**config.mk**
```make
export PLATFORM = sky130hd
export DESIGN_NAME = jdpt_debug_port
export DESIGN_NICKNAME = d
export VERILOG_FILES = /design/src/hdl/jdpt_pin_sync.v /design/src/hdl/jdpt_skid_buffer.v /design/src/hdl/jdpt_debug_port.v
export VERILOG_INCLUDE_DIRS = /design/src /design/src/hdl
export SDC_FILE = /design/constraint.sdc
export NUM_CORES = 1
export LEC_CHECK = 0
export BUFFER_PORTS_ARGS = -buffer_cell sky130_fd_sc_hd__buf_4
export CAP_MARGIN = 0
export CORE_MARGIN = 2
export CORE_UTILIZATION = 28
export DETAILED_ROUTE_END_ITERATION = 16
export PLACE_DENSITY_LB_ADDON = 0.05
export SLEW_MARGIN = 20
export SYNTH_ARGS = -nofsm -noshare
export SYNTH_HDL_FRONTEND = slang
export SYNTH_SLANG_ARGS = --single-unit
```
**constraint.sdc**
```tcl
create_clock -name clk -period 6.3 [get_ports clk]
set_clock_uncertainty 0.05 [all_clocks]
set_input_delay 0.945 -clock clk [delete_from_list [all_inputs] [get_ports clk]]
set_output_delay 0.945 -clock clk [all_outputs]
set_load 0.02 [all_outputs]
```
**src/hdl/jdpt_defines.vh**
```
// Constants shared by the debug and trace port files.
// Assumes a single 100 MHz core clock and a four-bit instruction register.
`ifndef JDPT_DEFINES_VH
`define JDPT_DEFINES_VH

`define JDPT_CLK_PERIOD_NS     10
`define JDPT_TRACE_DIV         2'h3
`define JDPT_TRACE_PHASE_LAST  2'h2
`define JDPT_TRACE_PHASE_FIRST 2'h0

`define JDPT_IR_WIDTH          4
`define JDPT_DR_WIDTH          32
`define JDPT_IR_CAPTURE        4'h1
`define JDPT_INSTR_IDCODE      4'h1
`define JDPT_INSTR_TRACE_CTRL  4'h8
`define JDPT_INSTR_BYPASS      4'hF

`define JDPT_TRACE_WIDTH       4
`define JDPT_STATUS_WIDTH      9
`define JDPT_UPPER_RESET       3'h7
`define JDPT_STATUS_RESET      9'h000
`define JDPT_BIT0_RESET        1'h1
`define JDPT_STATUS_IDLE       9'h000

`define JDPT_SYNC_RESET        4'h6

`define JDPT_ST_RESET          4'h0
`define JDPT_ST_IDLE           4'h1
`define JDPT_ST_SEL_DR         4'h2
`define JDPT_ST_CAP_DR         4'h3
`define JDPT_ST_SHIFT_DR       4'h4
`define JDPT_ST_EXIT1_DR       4'h5
`define JDPT_ST_PAUSE_DR       4'h6
`define JDPT_ST_EXIT2_DR       4'h7
`define JDPT_ST_UPD_DR         4'h8
`define JDPT_ST_SEL_IR         4'h9
`define JDPT_ST_CAP_IR         4'hA
`define JDPT_ST_SHIFT_IR       4'hB
`define JDPT_ST_EXIT1_IR       4'hC
`define JDPT_ST_PAUSE_IR       4'hD
`define JDPT_ST_EXIT2_IR       4'hE
`define JDPT_ST_UPD_IR         4'hF

`endif

```
**src/hdl/jdpt_pin_sync.v**
```verilog
// Two-stage synchroniser for pins that arrive from outside the clock domain.
// Assumes the pins are slow static levels or a test clock far below clk.
`timescale 1ns/1ps
module jdpt_pin_sync
#(
  parameter             WIDTH       = 4,
  parameter [WIDTH-1:0] RESET_VALUE = {WIDTH{1'b0}}
)
(
  input  wire             clk,
  input  wire             reset,
  input  wire [WIDTH-1:0] pinIn,
  output reg  [WIDTH-1:0] pinSync
);

  reg [WIDTH-1:0] pinMeta;

  // The first stage feeds only the second stage.
  always @(posedge clk or posedge reset)
  begin
    if (reset)
    begin
      pinMeta <= RESET_VALUE;
      pinSync <= RESET_VALUE;
    end
    else
    begin
      pinMeta <= pinIn;
      pinSync <= pinMeta;
    end
  end

endmodule // jdpt_pin_sync

```
**src/hdl/jdpt_skid_buffer.v**
```verilog
// Two-entry buffer with valid and ready on both sides.
// Assumes source and sink share clk; flush drops any held words.
`timescale 1ns/1ps
module jdpt_skid_buffer
#(
  parameter WIDTH = 13
)
(
  input  wire             clk,
  input  wire             reset,
  input  wire             flush,
  input  wire             inValid,
  output wire             inReady,
  input  wire [WIDTH-1:0] inData,
  output wire             outValid,
  input  wire             outReady,
  output wire [WIDTH-1:0] outData
);

  reg [WIDTH-1:0] slot0;
  reg [WIDTH-1:0] slot1;
  reg             wrPtr;
  reg             rdPtr;
  reg [1:0]       count;
  wire            push;
  wire            pop;

  assign inReady  = (count != 2'h2);
  assign outValid = (count != 2'h0);
  assign outData  = rdPtr ? slot1 : slot0;
  assign push     = inValid & inReady;
  assign pop      = outValid & outReady;

  always @(posedge clk or posedge reset)
  begin
    if (reset)
    begin
      slot0 <= {WIDTH{1'b0}};
      slot1 <= {WIDTH{1'b0}};
      wrPtr <= 1'b0;
      rdPtr <= 1'b0;
      count <= 2'h0;
    end
    else if (flush)
    begin
      wrPtr <= 1'b0;
      rdPtr <= 1'b0;
      count <= 2'h0;
    end
    else
    begin
      if (push & ~wrPtr)
        slot0 <= inData;
      if (push & wrPtr)
        slot1 <= inData;
      if (push)
        wrPtr <= ~wrPtr;
      if (pop)
        rdPtr <= ~rdPtr;
      if (push & ~pop)
        count <= count + 2'h1;
      else if (pop & ~push)
        count <= count - 2'h1;
    end
  end

endmodule // jdpt_skid_buffer

```
**src/hdl/jdpt_debug_port.v**
```verilog
// Test access port with a program-counter trace output on shared pins.
// Assumes clk is the core clock; test pins are asynchronous and synchronised here.
//
// Notes on behaviour
// - The test clock advances the test access port and paces its serial shifting.
// - Outside trace mode the data-in pin is the serial input of the selected register.
// - In trace mode a low data-in pin is a debug break that ends trace mode.
// - Outside trace mode the data-out pin carries the serial output of the selected register.
// - In trace mode the data-out pin is trace bit 0 and three more pins carry trace bits 3 to 1.
// - The mode-select pin, sampled on the test clock, steers the controller state machine.
// - The test reset pin resets the controller and the debug support unit without a clock.
// - Bus timeout detection is disabled while the test reset pin is deasserted.
// - The trace clock output is the core clock divided by three.
// - In trace mode upper trace bits and the status bus update in step with the trace clock output.
// - A nine-bit status bus reports trace status to the analyzer.
// - After reset data-out is high, upper trace bits high, trace clock low, status low.
`timescale 1ns/1ps
`include "jdpt_defines.vh"
module jdpt_debug_port
#(
  parameter [31:0] ID_VALUE = 32'h00000001
)
(
  input  wire                          clk,
  input  wire                          reset,
  input  wire                          testClock,
  input  wire                          testModeSelect,
  input  wire                          debugBreakInN,
  input  wire                          testResetN,
  output reg                           pcTraceBit0,
  output reg  [2:0]                    pcTraceUpperBits,
  output reg                           traceClockOut,
  output reg  [`JDPT_STATUS_WIDTH-1:0] traceStatusBus,
  input  wire                          traceInValid,
  output wire                          traceInReady,
  input  wire [`JDPT_TRACE_WIDTH-1:0]  traceInData,
  input  wire [`JDPT_STATUS_WIDTH-1:0] traceInStatus,
  input  wire                          traceModeEnter,
  output reg                           traceModeActive,
  output reg                           debugBreak,
  output reg                           busTimeoutDisable
);

  // The identification value is arbitrary.
  localparam BUF_WIDTH = `JDPT_TRACE_WIDTH + `JDPT_STATUS_WIDTH;

  wire                          tapReset;
  wire [3:0]                    syncPins;
  wire                          syncTck;
  wire                          syncTms;
  wire                          syncTdi;
  wire                          syncTrstN;
  wire                          tckRise;
  wire                          tckFall;
  wire                          tdiBit;
  wire                          bufInReady;
  wire                          bufOutValid;
  wire                          bufOutReady;
  wire [BUF_WIDTH-1:0]          bufOutData;
  wire                          traceEdge;
  wire                          breakSeen;
  reg                           tckLast;
  reg  [3:0]                    tapState;
  reg  [`JDPT_IR_WIDTH-1:0]     irShift;
  reg  [`JDPT_IR_WIDTH-1:0]     irReg;
  reg  [`JDPT_DR_WIDTH-1:0]     drShift;
  reg                           tdoReg;
  reg                           traceRequest;
  reg  [1:0]                    tracePhase;
  reg  [1:0]                    next_tracePhase;

  function [3:0] tapNext;
    input [3:0] state;
    input       tms;
    begin
      case (state)
        `JDPT_ST_RESET:    tapNext = tms ? `JDPT_ST_RESET    : `JDPT_ST_IDLE;
        `JDPT_ST_IDLE:     tapNext = tms ? `JDPT_ST_SEL_DR   : `JDPT_ST_IDLE;
        `JDPT_ST_SEL_DR:   tapNext = tms ? `JDPT_ST_SEL_IR   : `JDPT_ST_CAP_DR;
        `JDPT_ST_CAP_DR:   tapNext = tms ? `JDPT_ST_EXIT1_DR : `JDPT_ST_SHIFT_DR;
        `JDPT_ST_SHIFT_DR: tapNext = tms ? `JDPT_ST_EXIT1_DR : `JDPT_ST_SHIFT_DR;
        `JDPT_ST_EXIT1_DR: tapNext = tms ? `JDPT_ST_UPD_DR   : `JDPT_ST_PAUSE_DR;
        `JDPT_ST_PAUSE_DR: tapNext = tms ? `JDPT_ST_EXIT2_DR : `JDPT_ST_PAUSE_DR;
        `JDPT_ST_EXIT2_DR: tapNext = tms ? `JDPT_ST_UPD_DR   : `JDPT_ST_SHIFT_DR;
        `JDPT_ST_UPD_DR:   tapNext = tms ? `JDPT_ST_SEL_DR   : `JDPT_ST_IDLE;
        `JDPT_ST_SEL_IR:   tapNext = tms ? `JDPT_ST_RESET    : `JDPT_ST_CAP_IR;
        `JDPT_ST_CAP_IR:   tapNext = tms ? `JDPT_ST_EXIT1_IR : `JDPT_ST_SHIFT_IR;
        `JDPT_ST_SHIFT_IR: tapNext = tms ? `JDPT_ST_EXIT1_IR : `JDPT_ST_SHIFT_IR;
        `JDPT_ST_EXIT1_IR: tapNext = tms ? `JDPT_ST_UPD_IR   : `JDPT_ST_PAUSE_IR;
        `JDPT_ST_PAUSE_IR: tapNext = tms ? `JDPT_ST_EXIT2_IR : `JDPT_ST_PAUSE_IR;
        `JDPT_ST_EXIT2_IR: tapNext = tms ? `JDPT_ST_UPD_IR   : `JDPT_ST_SHIFT_IR;
        `JDPT_ST_UPD_IR:   tapNext = tms ? `JDPT_ST_SEL_DR   : `JDPT_ST_IDLE;
        default:           tapNext = `JDPT_ST_RESET;
      endcase
    end
  endfunction

  assign tapReset = reset | ~testResetN;

  jdpt_pin_sync
  #(
    .WIDTH       (4),
    .RESET_VALUE (`JDPT_SYNC_RESET)
  )
  pinSyncInst
  (
    .clk     (clk),
    .reset   (reset),
    .pinIn   ({testClock, testModeSelect, debugBreakInN, testResetN}),
    .pinSync (syncPins)
  );

  assign syncTck   = syncPins[3];
  assign syncTms   = syncPins[2];
  assign syncTdi   = syncPins[1];
  assign syncTrstN = syncPins[0];

  assign tckRise = syncTck & ~tckLast;
  assign tckFall = ~syncTck & tckLast;

  // data-in feeds shifts only outside trace mode.
  assign tdiBit = traceModeActive ? 1'b1 : syncTdi;

  // low data-in is a break in trace mode.
  assign breakSeen = traceModeActive & ~syncTdi;

  always @(posedge clk or posedge reset)
  begin
    if (reset)
      tckLast <= 1'b0;
    else
      tckLast <= syncTck;
  end

  // A slow test clock is assumed: each level must last at least two core cycles to be seen.
  always @(posedge clk or posedge tapReset)
  begin
    if (tapReset)
    begin
      tapState     <= `JDPT_ST_RESET;
      irShift      <= {`JDPT_IR_WIDTH{1'b0}};
      irReg        <= `JDPT_INSTR_IDCODE;
      drShift      <= {`JDPT_DR_WIDTH{1'b0}};
      tdoReg       <= `JDPT_BIT0_RESET;
      traceRequest <= 1'b0;
    end
    else
    begin
      traceRequest <= 1'b0;
      if (tckRise)
      begin
        tapState <= tapNext(tapState, syncTms);
        case (tapState)
          `JDPT_ST_RESET:
            irReg <= `JDPT_INSTR_IDCODE;
          `JDPT_ST_CAP_IR:
            irShift <= `JDPT_IR_CAPTURE;
          `JDPT_ST_SHIFT_IR:
            irShift <= {tdiBit, irShift[`JDPT_IR_WIDTH-1:1]};
          `JDPT_ST_UPD_IR:
            irReg <= irShift;
          `JDPT_ST_CAP_DR:
            if (irReg == `JDPT_INSTR_IDCODE)
              drShift <= ID_VALUE;
            else if (irReg == `JDPT_INSTR_TRACE_CTRL)
              drShift <= {{(`JDPT_DR_WIDTH-1){1'b0}}, traceModeActive};
            else
              drShift <= {`JDPT_DR_WIDTH{1'b0}};
          `JDPT_ST_SHIFT_DR:
            if (irReg == `JDPT_INSTR_IDCODE)
              drShift <= {tdiBit, drShift[`JDPT_DR_WIDTH-1:1]};
            else
              drShift <= {{(`JDPT_DR_WIDTH-1){1'b0}}, tdiBit};
          // trace entry through the control register.
          `JDPT_ST_UPD_DR:
            if (irReg == `JDPT_INSTR_TRACE_CTRL)
              traceRequest <= drShift[0];
          default:
            irShift <= irShift;
        endcase
      end
      // scan output changes on the falling test clock.
      if (tckFall)
      begin
        if (tapState == `JDPT_ST_SHIFT_IR)
          tdoReg <= irShift[0];
        else if (tapState == `JDPT_ST_SHIFT_DR)
          tdoReg <= drShift[0];
        else
          tdoReg <= `JDPT_BIT0_RESET;
      end
    end
  end

  // Break has priority over entry, so a probe holding the pin low cannot be overridden.
  always @(posedge clk or posedge tapReset)
  begin
    if (tapReset)
    begin
      traceModeActive <= 1'b0;
      debugBreak      <= 1'b0;
    end
    else
    begin
      debugBreak <= breakSeen;
      if (breakSeen)
        traceModeActive <= 1'b0;
      // debug support unit or a control register update enters trace mode.
      else if (traceModeEnter | traceRequest)
        traceModeActive <= 1'b1;
    end
  end

  always @(posedge clk or posedge reset)
  begin
    if (reset)
      busTimeoutDisable <= 1'b0;
    else
      busTimeoutDisable <= syncTrstN;
  end

  always @*
  begin
    if (tracePhase == `JDPT_TRACE_PHASE_LAST)
      next_tracePhase = `JDPT_TRACE_PHASE_FIRST;
    else
      next_tracePhase = tracePhase + 2'h1;
  end

  assign traceEdge = (tracePhase == `JDPT_TRACE_PHASE_LAST);

  always @(posedge clk or posedge tapReset)
  begin
    if (tapReset)
    begin
      tracePhase    <= `JDPT_TRACE_PHASE_FIRST;
      traceClockOut <= 1'b0;
    end
    else
    begin
      tracePhase    <= next_tracePhase;
      traceClockOut <= traceEdge;
    end
  end

  // Words are drained once per trace clock, so the core stalls when it outruns the pins.
  assign bufOutReady  = traceEdge & traceModeActive;
  assign traceInReady = bufInReady & traceModeActive;

  jdpt_skid_buffer
  #(
    .WIDTH (BUF_WIDTH)
  )
  traceBufInst
  (
    .clk      (clk),
    .reset    (tapReset),
    .flush    (~traceModeActive),
    .inValid  (traceInValid & traceModeActive),
    .inReady  (bufInReady),
    .inData   ({traceInStatus, traceInData}),
    .outValid (bufOutValid),
    .outReady (bufOutReady),
    .outData  (bufOutData)
  );

  // reset levels of the trace pins.
  always @(posedge clk or posedge tapReset)
  begin
    if (tapReset)
    begin
      pcTraceBit0      <= `JDPT_BIT0_RESET;
      pcTraceUpperBits <= `JDPT_UPPER_RESET;
      traceStatusBus   <= `JDPT_STATUS_RESET;
    end
    else if (~traceModeActive)
    begin
      pcTraceBit0      <= tdoReg;
      pcTraceUpperBits <= `JDPT_UPPER_RESET;
      traceStatusBus   <= `JDPT_STATUS_RESET;
    end
    // update on the rising trace clock.
    else if (traceEdge)
    begin
      if (bufOutValid)
      begin
        // bit 0 on data-out, bits 3 to 1 upper.
        pcTraceBit0      <= bufOutData[0];
        // upper bits follow the trace clock.
        pcTraceUpperBits <= bufOutData[`JDPT_TRACE_WIDTH-1:1];
        traceStatusBus   <= bufOutData[BUF_WIDTH-1:`JDPT_TRACE_WIDTH];
      end
      else
        traceStatusBus <= `JDPT_STATUS_IDLE;
    end
  end

endmodule // jdpt_debug_port

```
---- After elaboration in Yosys (flattened, before gate mapping) ----
Cells that the tools add are included.
operators by class
  $add $sub $neg .......................... 3
  equality and inequality tests ........... 24
  multiplexer cells ....................... 45
  bitwise logic cells ..................... 22
  reduce and logical (&&, ||, !) cells .... 15
operators with widths
  operator                                        number
  one-hot mux 32 bit (2 select lines)             1
  one-hot mux 4 bit (12 select lines)             1
  == test 4 bit (second input constant)           9
  2-to-1 mux 32 bit                               1
  2-to-1 mux 9 bit                                3
  2-to-1 mux 1 bit                                20
  == test 4 x 3 -> 1 bit (second input constant)  4
  2-to-1 mux 4 bit                                4
  one-hot mux 4 bit (2 select lines)              2
  2-to-1 mux 3 bit                                5
  2-to-1 mux 2 bit                                7
  2-to-1 mux 13 bit                               1
  bitwise AND 1 bit                               12
  AND reduction 2 bit                             6
  nonzero test 2 bit                              5
  == test 4 x 1 -> 1 bit (second input constant)  2
  == test 4 x 2 -> 1 bit (second input constant)  2
  != test 2 x 1 -> 1 bit (second input constant)  4
  inverter 1 bit                                  8
  adder 2 x 1 -> 2 bit (second input constant)    2
  zero test 4 bit                                 1
  OR reduction 2 bit                              2
  != test 3 x 1 -> 1 bit (second input constant)  1
  OR reduction 3 bit                              1
  other kinds (4)                                 5
word-level totals
  bits in registers ....................... 104
  input bits .............................. 21
  output and inout bits ................... 18
  logic and storage cells ................. 131

---- Logic depth before layout (Yosys ltp) ----
  depth in word-level cells ............... 7
  gate-level depth with buffers ........... 7
  gate-level depth less buffers ........... 4

---- Modules after synthesis ----
A second synthesis with hierarchy kept.
unflattened totals
  cell total of the unflattened synthesis .. 424
  area, all modules ....................... 4690.7 um2
modules (own cells, without submodules)
  module            times used  cells each  area each (um2)  sequential area each (um2)
  jdpt_debug_port   1           322         3060.4           1659.1
  jdpt_skid_buffer  1           93          1421.4           750.7
  jdpt_pin_sync     1           9           209.0            205.2

---- Worst setup path after synthesis ----
OpenSTA, ideal clock, no wires.
  path type ............................... in2reg
  start point ............................. input port traceInValid
  end point ............................... register traceBufInst.slot0[12]
  library setup time ...................... 0.125 ns
  data arrival time ....................... 1.646 ns
  data required time ...................... 6.125 ns
  path slack .............................. 4.480 ns
  stages on the path ...................... 3
  buffers on the path ..................... 1
  cells stage by stage .................... nand3b_1 -> buf_2 -> mux2_2
on the way
  word-level cells in the longest chain between the ends .. 4
ends and longest elaborated chain
  what                                  RTL line               RTL
  from (decl)                           jdpt_debug_port.v:34   input wire traceInValid,
  bitwise AND 1 bit                     jdpt_debug_port.v:259  .inValid (traceInValid & traceModeActive),
  bitwise AND 1 bit                     jdpt_skid_buffer.v:31  assign push = inValid & inReady;
  bitwise AND 1 bit                     jdpt_skid_buffer.v:52  if (push & ~wrPtr)
  AND reduction 2 bit (no source line)  -
  to (signal assigned)                  jdpt_skid_buffer.v:38  slot0 <= {WIDTH{1'b0}};
  to (signal assigned)                  jdpt_skid_buffer.v:53  slot0 <= inData;
  to (decl)                             jdpt_skid_buffer.v:20  reg [WIDTH-1:0] slot0;
No other way between the ends.
A chain may end at the register's enable or synchronous reset.

---- Worst setup path after layout ----
  start point ............................. register traceModeActive
  end point ............................... output port traceInReady
on the way
  word-level cells in the longest chain between the ends .. 1
ends and longest elaborated chain
  what                    RTL line               RTL
  from (decl)             jdpt_debug_port.v:39   output reg traceModeActive,
  from (signal assigned)  jdpt_debug_port.v:200  traceModeActive <= 1'b0;
  from (signal assigned)  jdpt_debug_port.v:207  traceModeActive <= 1'b0;
  from (signal assigned)  jdpt_debug_port.v:210  traceModeActive <= 1'b1;
  bitwise AND 1 bit       jdpt_debug_port.v:248  assign traceInReady = bufInReady & traceModeActive;
  to (decl)               jdpt_debug_port.v:35   output wire traceInReady,
No other way between the ends.

==> flow_metrics.tcl <==
set metrics [dict create \
    drive_above_1_share_pct 25.94 \
    critPathMaxStageDelay_ns 0.70 \
    drc 0 \
    setup_viol 0 \
    synthAdderAreaFrac_pct 0 \
    die_h_um 128.3 \
    grt_use_total_pct 11.68 \
    cts_resized 0 \
    avgRoutedWirePerCell_um 15.60 \
    die-width_um 128.3 \
    ys_seq_area_share_pct 60.46 \
    synth.avg_cell_area_um2 12.65 \
    min_period_ns 2.450 \
    htree_levels 3 \
    post_cts_buffers 0 \
    gp_congestion 0.6767 \
    cts_buffer_depth 2 \
    core_area_um2 15150 \
    rows 45 \
    start_util_pct 28.56 \
    final_cell_area_um2 5027 \
    relSlewSlack_pct 40.07 \
    critical_path_class "reg2out" \
    synth_top_family_by_area "compound AO/OA/AOI/OAI gates" \
    hold_path_class "reg2reg" \
    irDropWorstVdd_mv 0.1384 \
    path_buf_inv 1 \
    synth-seq-cells 104 \
    synth_top_area_share_pct 54.38 \
    cp_data_required_time_ns 5.30 \
    status "complete, no violations" \
    synth_enable_flop_cells 0 \
    yosys.area_share.simple_pct 9.893 \
    grt_max_degree 80 \
    grt_pass1_vias 2681 \
    slew_violations 0 \
    yosysTopAreaCell "dfrtp_1" \
    cts_sinks 104 \
    rsz0062_at_grt "false" \
    cts_tree "yes" \
    arrival_ns 1.46 \
    final_nets 391 \
    synth_ff_type "dfrtp_1" \
    cp-start-kind "flop" \
    final_antenna_net_count 0 \
    setup-tns-final_ns 0 \
    placed_area_um2 4720 \
    synth_nets 363 \
    yosysWarnings 0 \
    overflow 0 \
    netlist_top_cells_area "dfrtp_1, mux2_2, a22o_1" \
    crit_family "flip-flops" \
    io_buffers 38 \
    final_common_cell "dfrtp_1" \
    clk_pin_slew_ns 0.07 \
    power_density_nw_per_um2 371.9 \
    hold_viol_final 0 \
    layout_common_cells "dfrtp_1, buf_4, a22o_1" \
    critPathCaptureType "output port" \
    synth-xor-area-share_pct 0.6075 \
    io_pins 39 \
    syn_area_um2 4325 \
    clock_latency_ns 0.35 \
    path_cells "and2_1 > buf_4" \
    syn_to_final_growth_pct 16.23 \
    antenna_cells 0 \
    root_buffer "clkbuf_16" \
    numCtsBuffers 9 \
    synth.mux.area_fraction_pct 11.28 \
    drt-total-wl_um 8765 \
    postCtsHoldBufs 0 \
    grt_pass1_wl_um 14670 \
    synth_cells 342 \
    first_iter_violations 153 \
    max_cap_violations 0 \
    p_leak_nw 2.246 \
    synth_cell_types 46 \
    synth-async-reset-ratio_pct 100.0 \
    fmax_mhz 408.1 \
    num_vias 2661 \
    synth_compound_gate_area_share_pct 13.71 \
    crit_slowest_cell "dfrtp_1" \
    critPathMaxFanout 16 \
    dr.pass1.iters 5 \
    antenna_found_initial 0 \
    dp.final_hpwl_um 5336 \
    vias_per_cell 4.735 \
    min_period_over_period_pct 38.89 \
    tightest_slew_ns 0.8989 \
    design.die.area_um2 16460 \
]
area by class of cell:
class	count	area [µm²]
Multi-Input combinational cell	208	1543
Timing Repair Buffer	40	304.0
Fill cell	1518	10120
Clock buffer	11	252.7
Tap cell	188	235.2
Clock inverter	4	51.30
Inverter	7	26.28
Sequential cell	104	2615
worst paths after layout:
| kind | startpoint | end | slack (ns) | cells after the start |
|---|---|---|---|---|
| min reg2reg | pinSyncInst.pinMeta[3]$_DFF_PP0_ | pinSyncInst.pinSync[3]$_DFF_PP0_ | 0.30 | 0 |
| max in group asynchronous | reset | irReg[1]$_DFFE_PP0P_ | 4.42 | 3 |
| max reg2reg | tapState[0]$_DFFE_PP0P_ | drShift[3]$_DFFE_PP0P_ | 3.91 | 5 |
| min | pinSyncInst.pinMeta[3]$_DFF_PP0_ | pinSyncInst.pinSync[3]$_DFF_PP0_ | 0.30 | 0 |
| min in group asynchronous | reset | busTimeoutDisable$_DFF_PP0_ | 0.54 | 2 |
| max | traceModeActive$_DFFE_PP0P_ | traceInReady | 3.85 | 2 |
metrics by stage:
step	power, mW	hold WS [ns]	util, %	setup slack, ns	instances
finish	1.870	0.2981	33.19	3.850	562
global route	1.997	0.2976	33.19	3.728	562
CTS	1.911	0.3003	33.17	3.817	562
detailed placement	1.320	0.2878	31.16	3.632	547
global placement	1.312	0.2819	31.16	3.657	547
floorplan	1.216	0.2812	-	2.035	342
kinds of logic (layout without fill, tap and decap cells):
family | Yosys count | count (layout)
flops | 104 | 104
xor+xnor | 3 | 3
compound gates | 84 | 84
simple gates | 76 | 76
mux | 45 | 45
buf+inv | 30 | 62
registers in the layout (all words and copies together), names as in the netlist, 2 cells and up:
| signal | flops |
|---|---|
| traceStatusBus | 9 |
| traceBufInst.slot1 | 13 |
| irShift | 4 |
| irReg | 4 |
| traceBufInst.count | 2 |
| drShift | 32 |
| tapState | 4 |
| pinSyncInst.pinMeta | 4 |
| tracePhase | 2 |
| pcTraceUpperBits | 3 |
| traceBufInst.slot0 | 13 |
| pinSyncInst.pinSync | 4 |
power by group:
part	leakage (nW)	switching, mW	total (mW)	internal, mW
clock network	0.148	0.243	0.572	0.328
logic	0.759	0.163	0.360	0.197
registers	1.34	0.137	0.938	0.801
total	2.25	0.543	1.87	1.33
cells in the mapped netlist, types with 2 or more instances:
cell / number
dfstp_2: 10
nand3_1: 2
nor3_1: 4
o21ai_0: 23
xnor2_1: 2
nand2b_1: 3
or4_1: 2
nor3b_1: 2
mux2_2: 27
inv_1: 7
a21oi_1: 12
nor4_1: 3
nand4_1: 3
mux2_1: 3
and2_1: 3
o211ai_1: 4
nor2b_1: 10
buf_2: 5
nor2_1: 5
clkbuf_1: 9
mux2i_1: 15
nand3b_1: 4
or2_2: 2
buf_6: 7
nand2_1: 27
a21boi_0: 2
a22o_1: 34
dfrtp_1: 94
metal layers:
| metal | track usage [%] | vias to the layer above | part of all wire (%) |
|---|---|---|---|
| li1 | - | 1291 | - |
| met1 | 16.79 | 1323 | 51 |
| met4 | 6.206 | 0 | 2.3 |
| met5 | 0 | - | 0 |
| met3 | 2.671 | 13 | 2.8 |
| met2 | 16.24 | 34 | 44 |
worst register-to-register path, cell delays in order (launching register included):
cell     delay (ns)
dfrtp_1        0.66
or3b_1         0.47
a211o_1        0.27
buf_4          0.26
nor2_8         0.42
a22o_1         0.21
No activity file was read; power rests on OpenSTA's default activity.
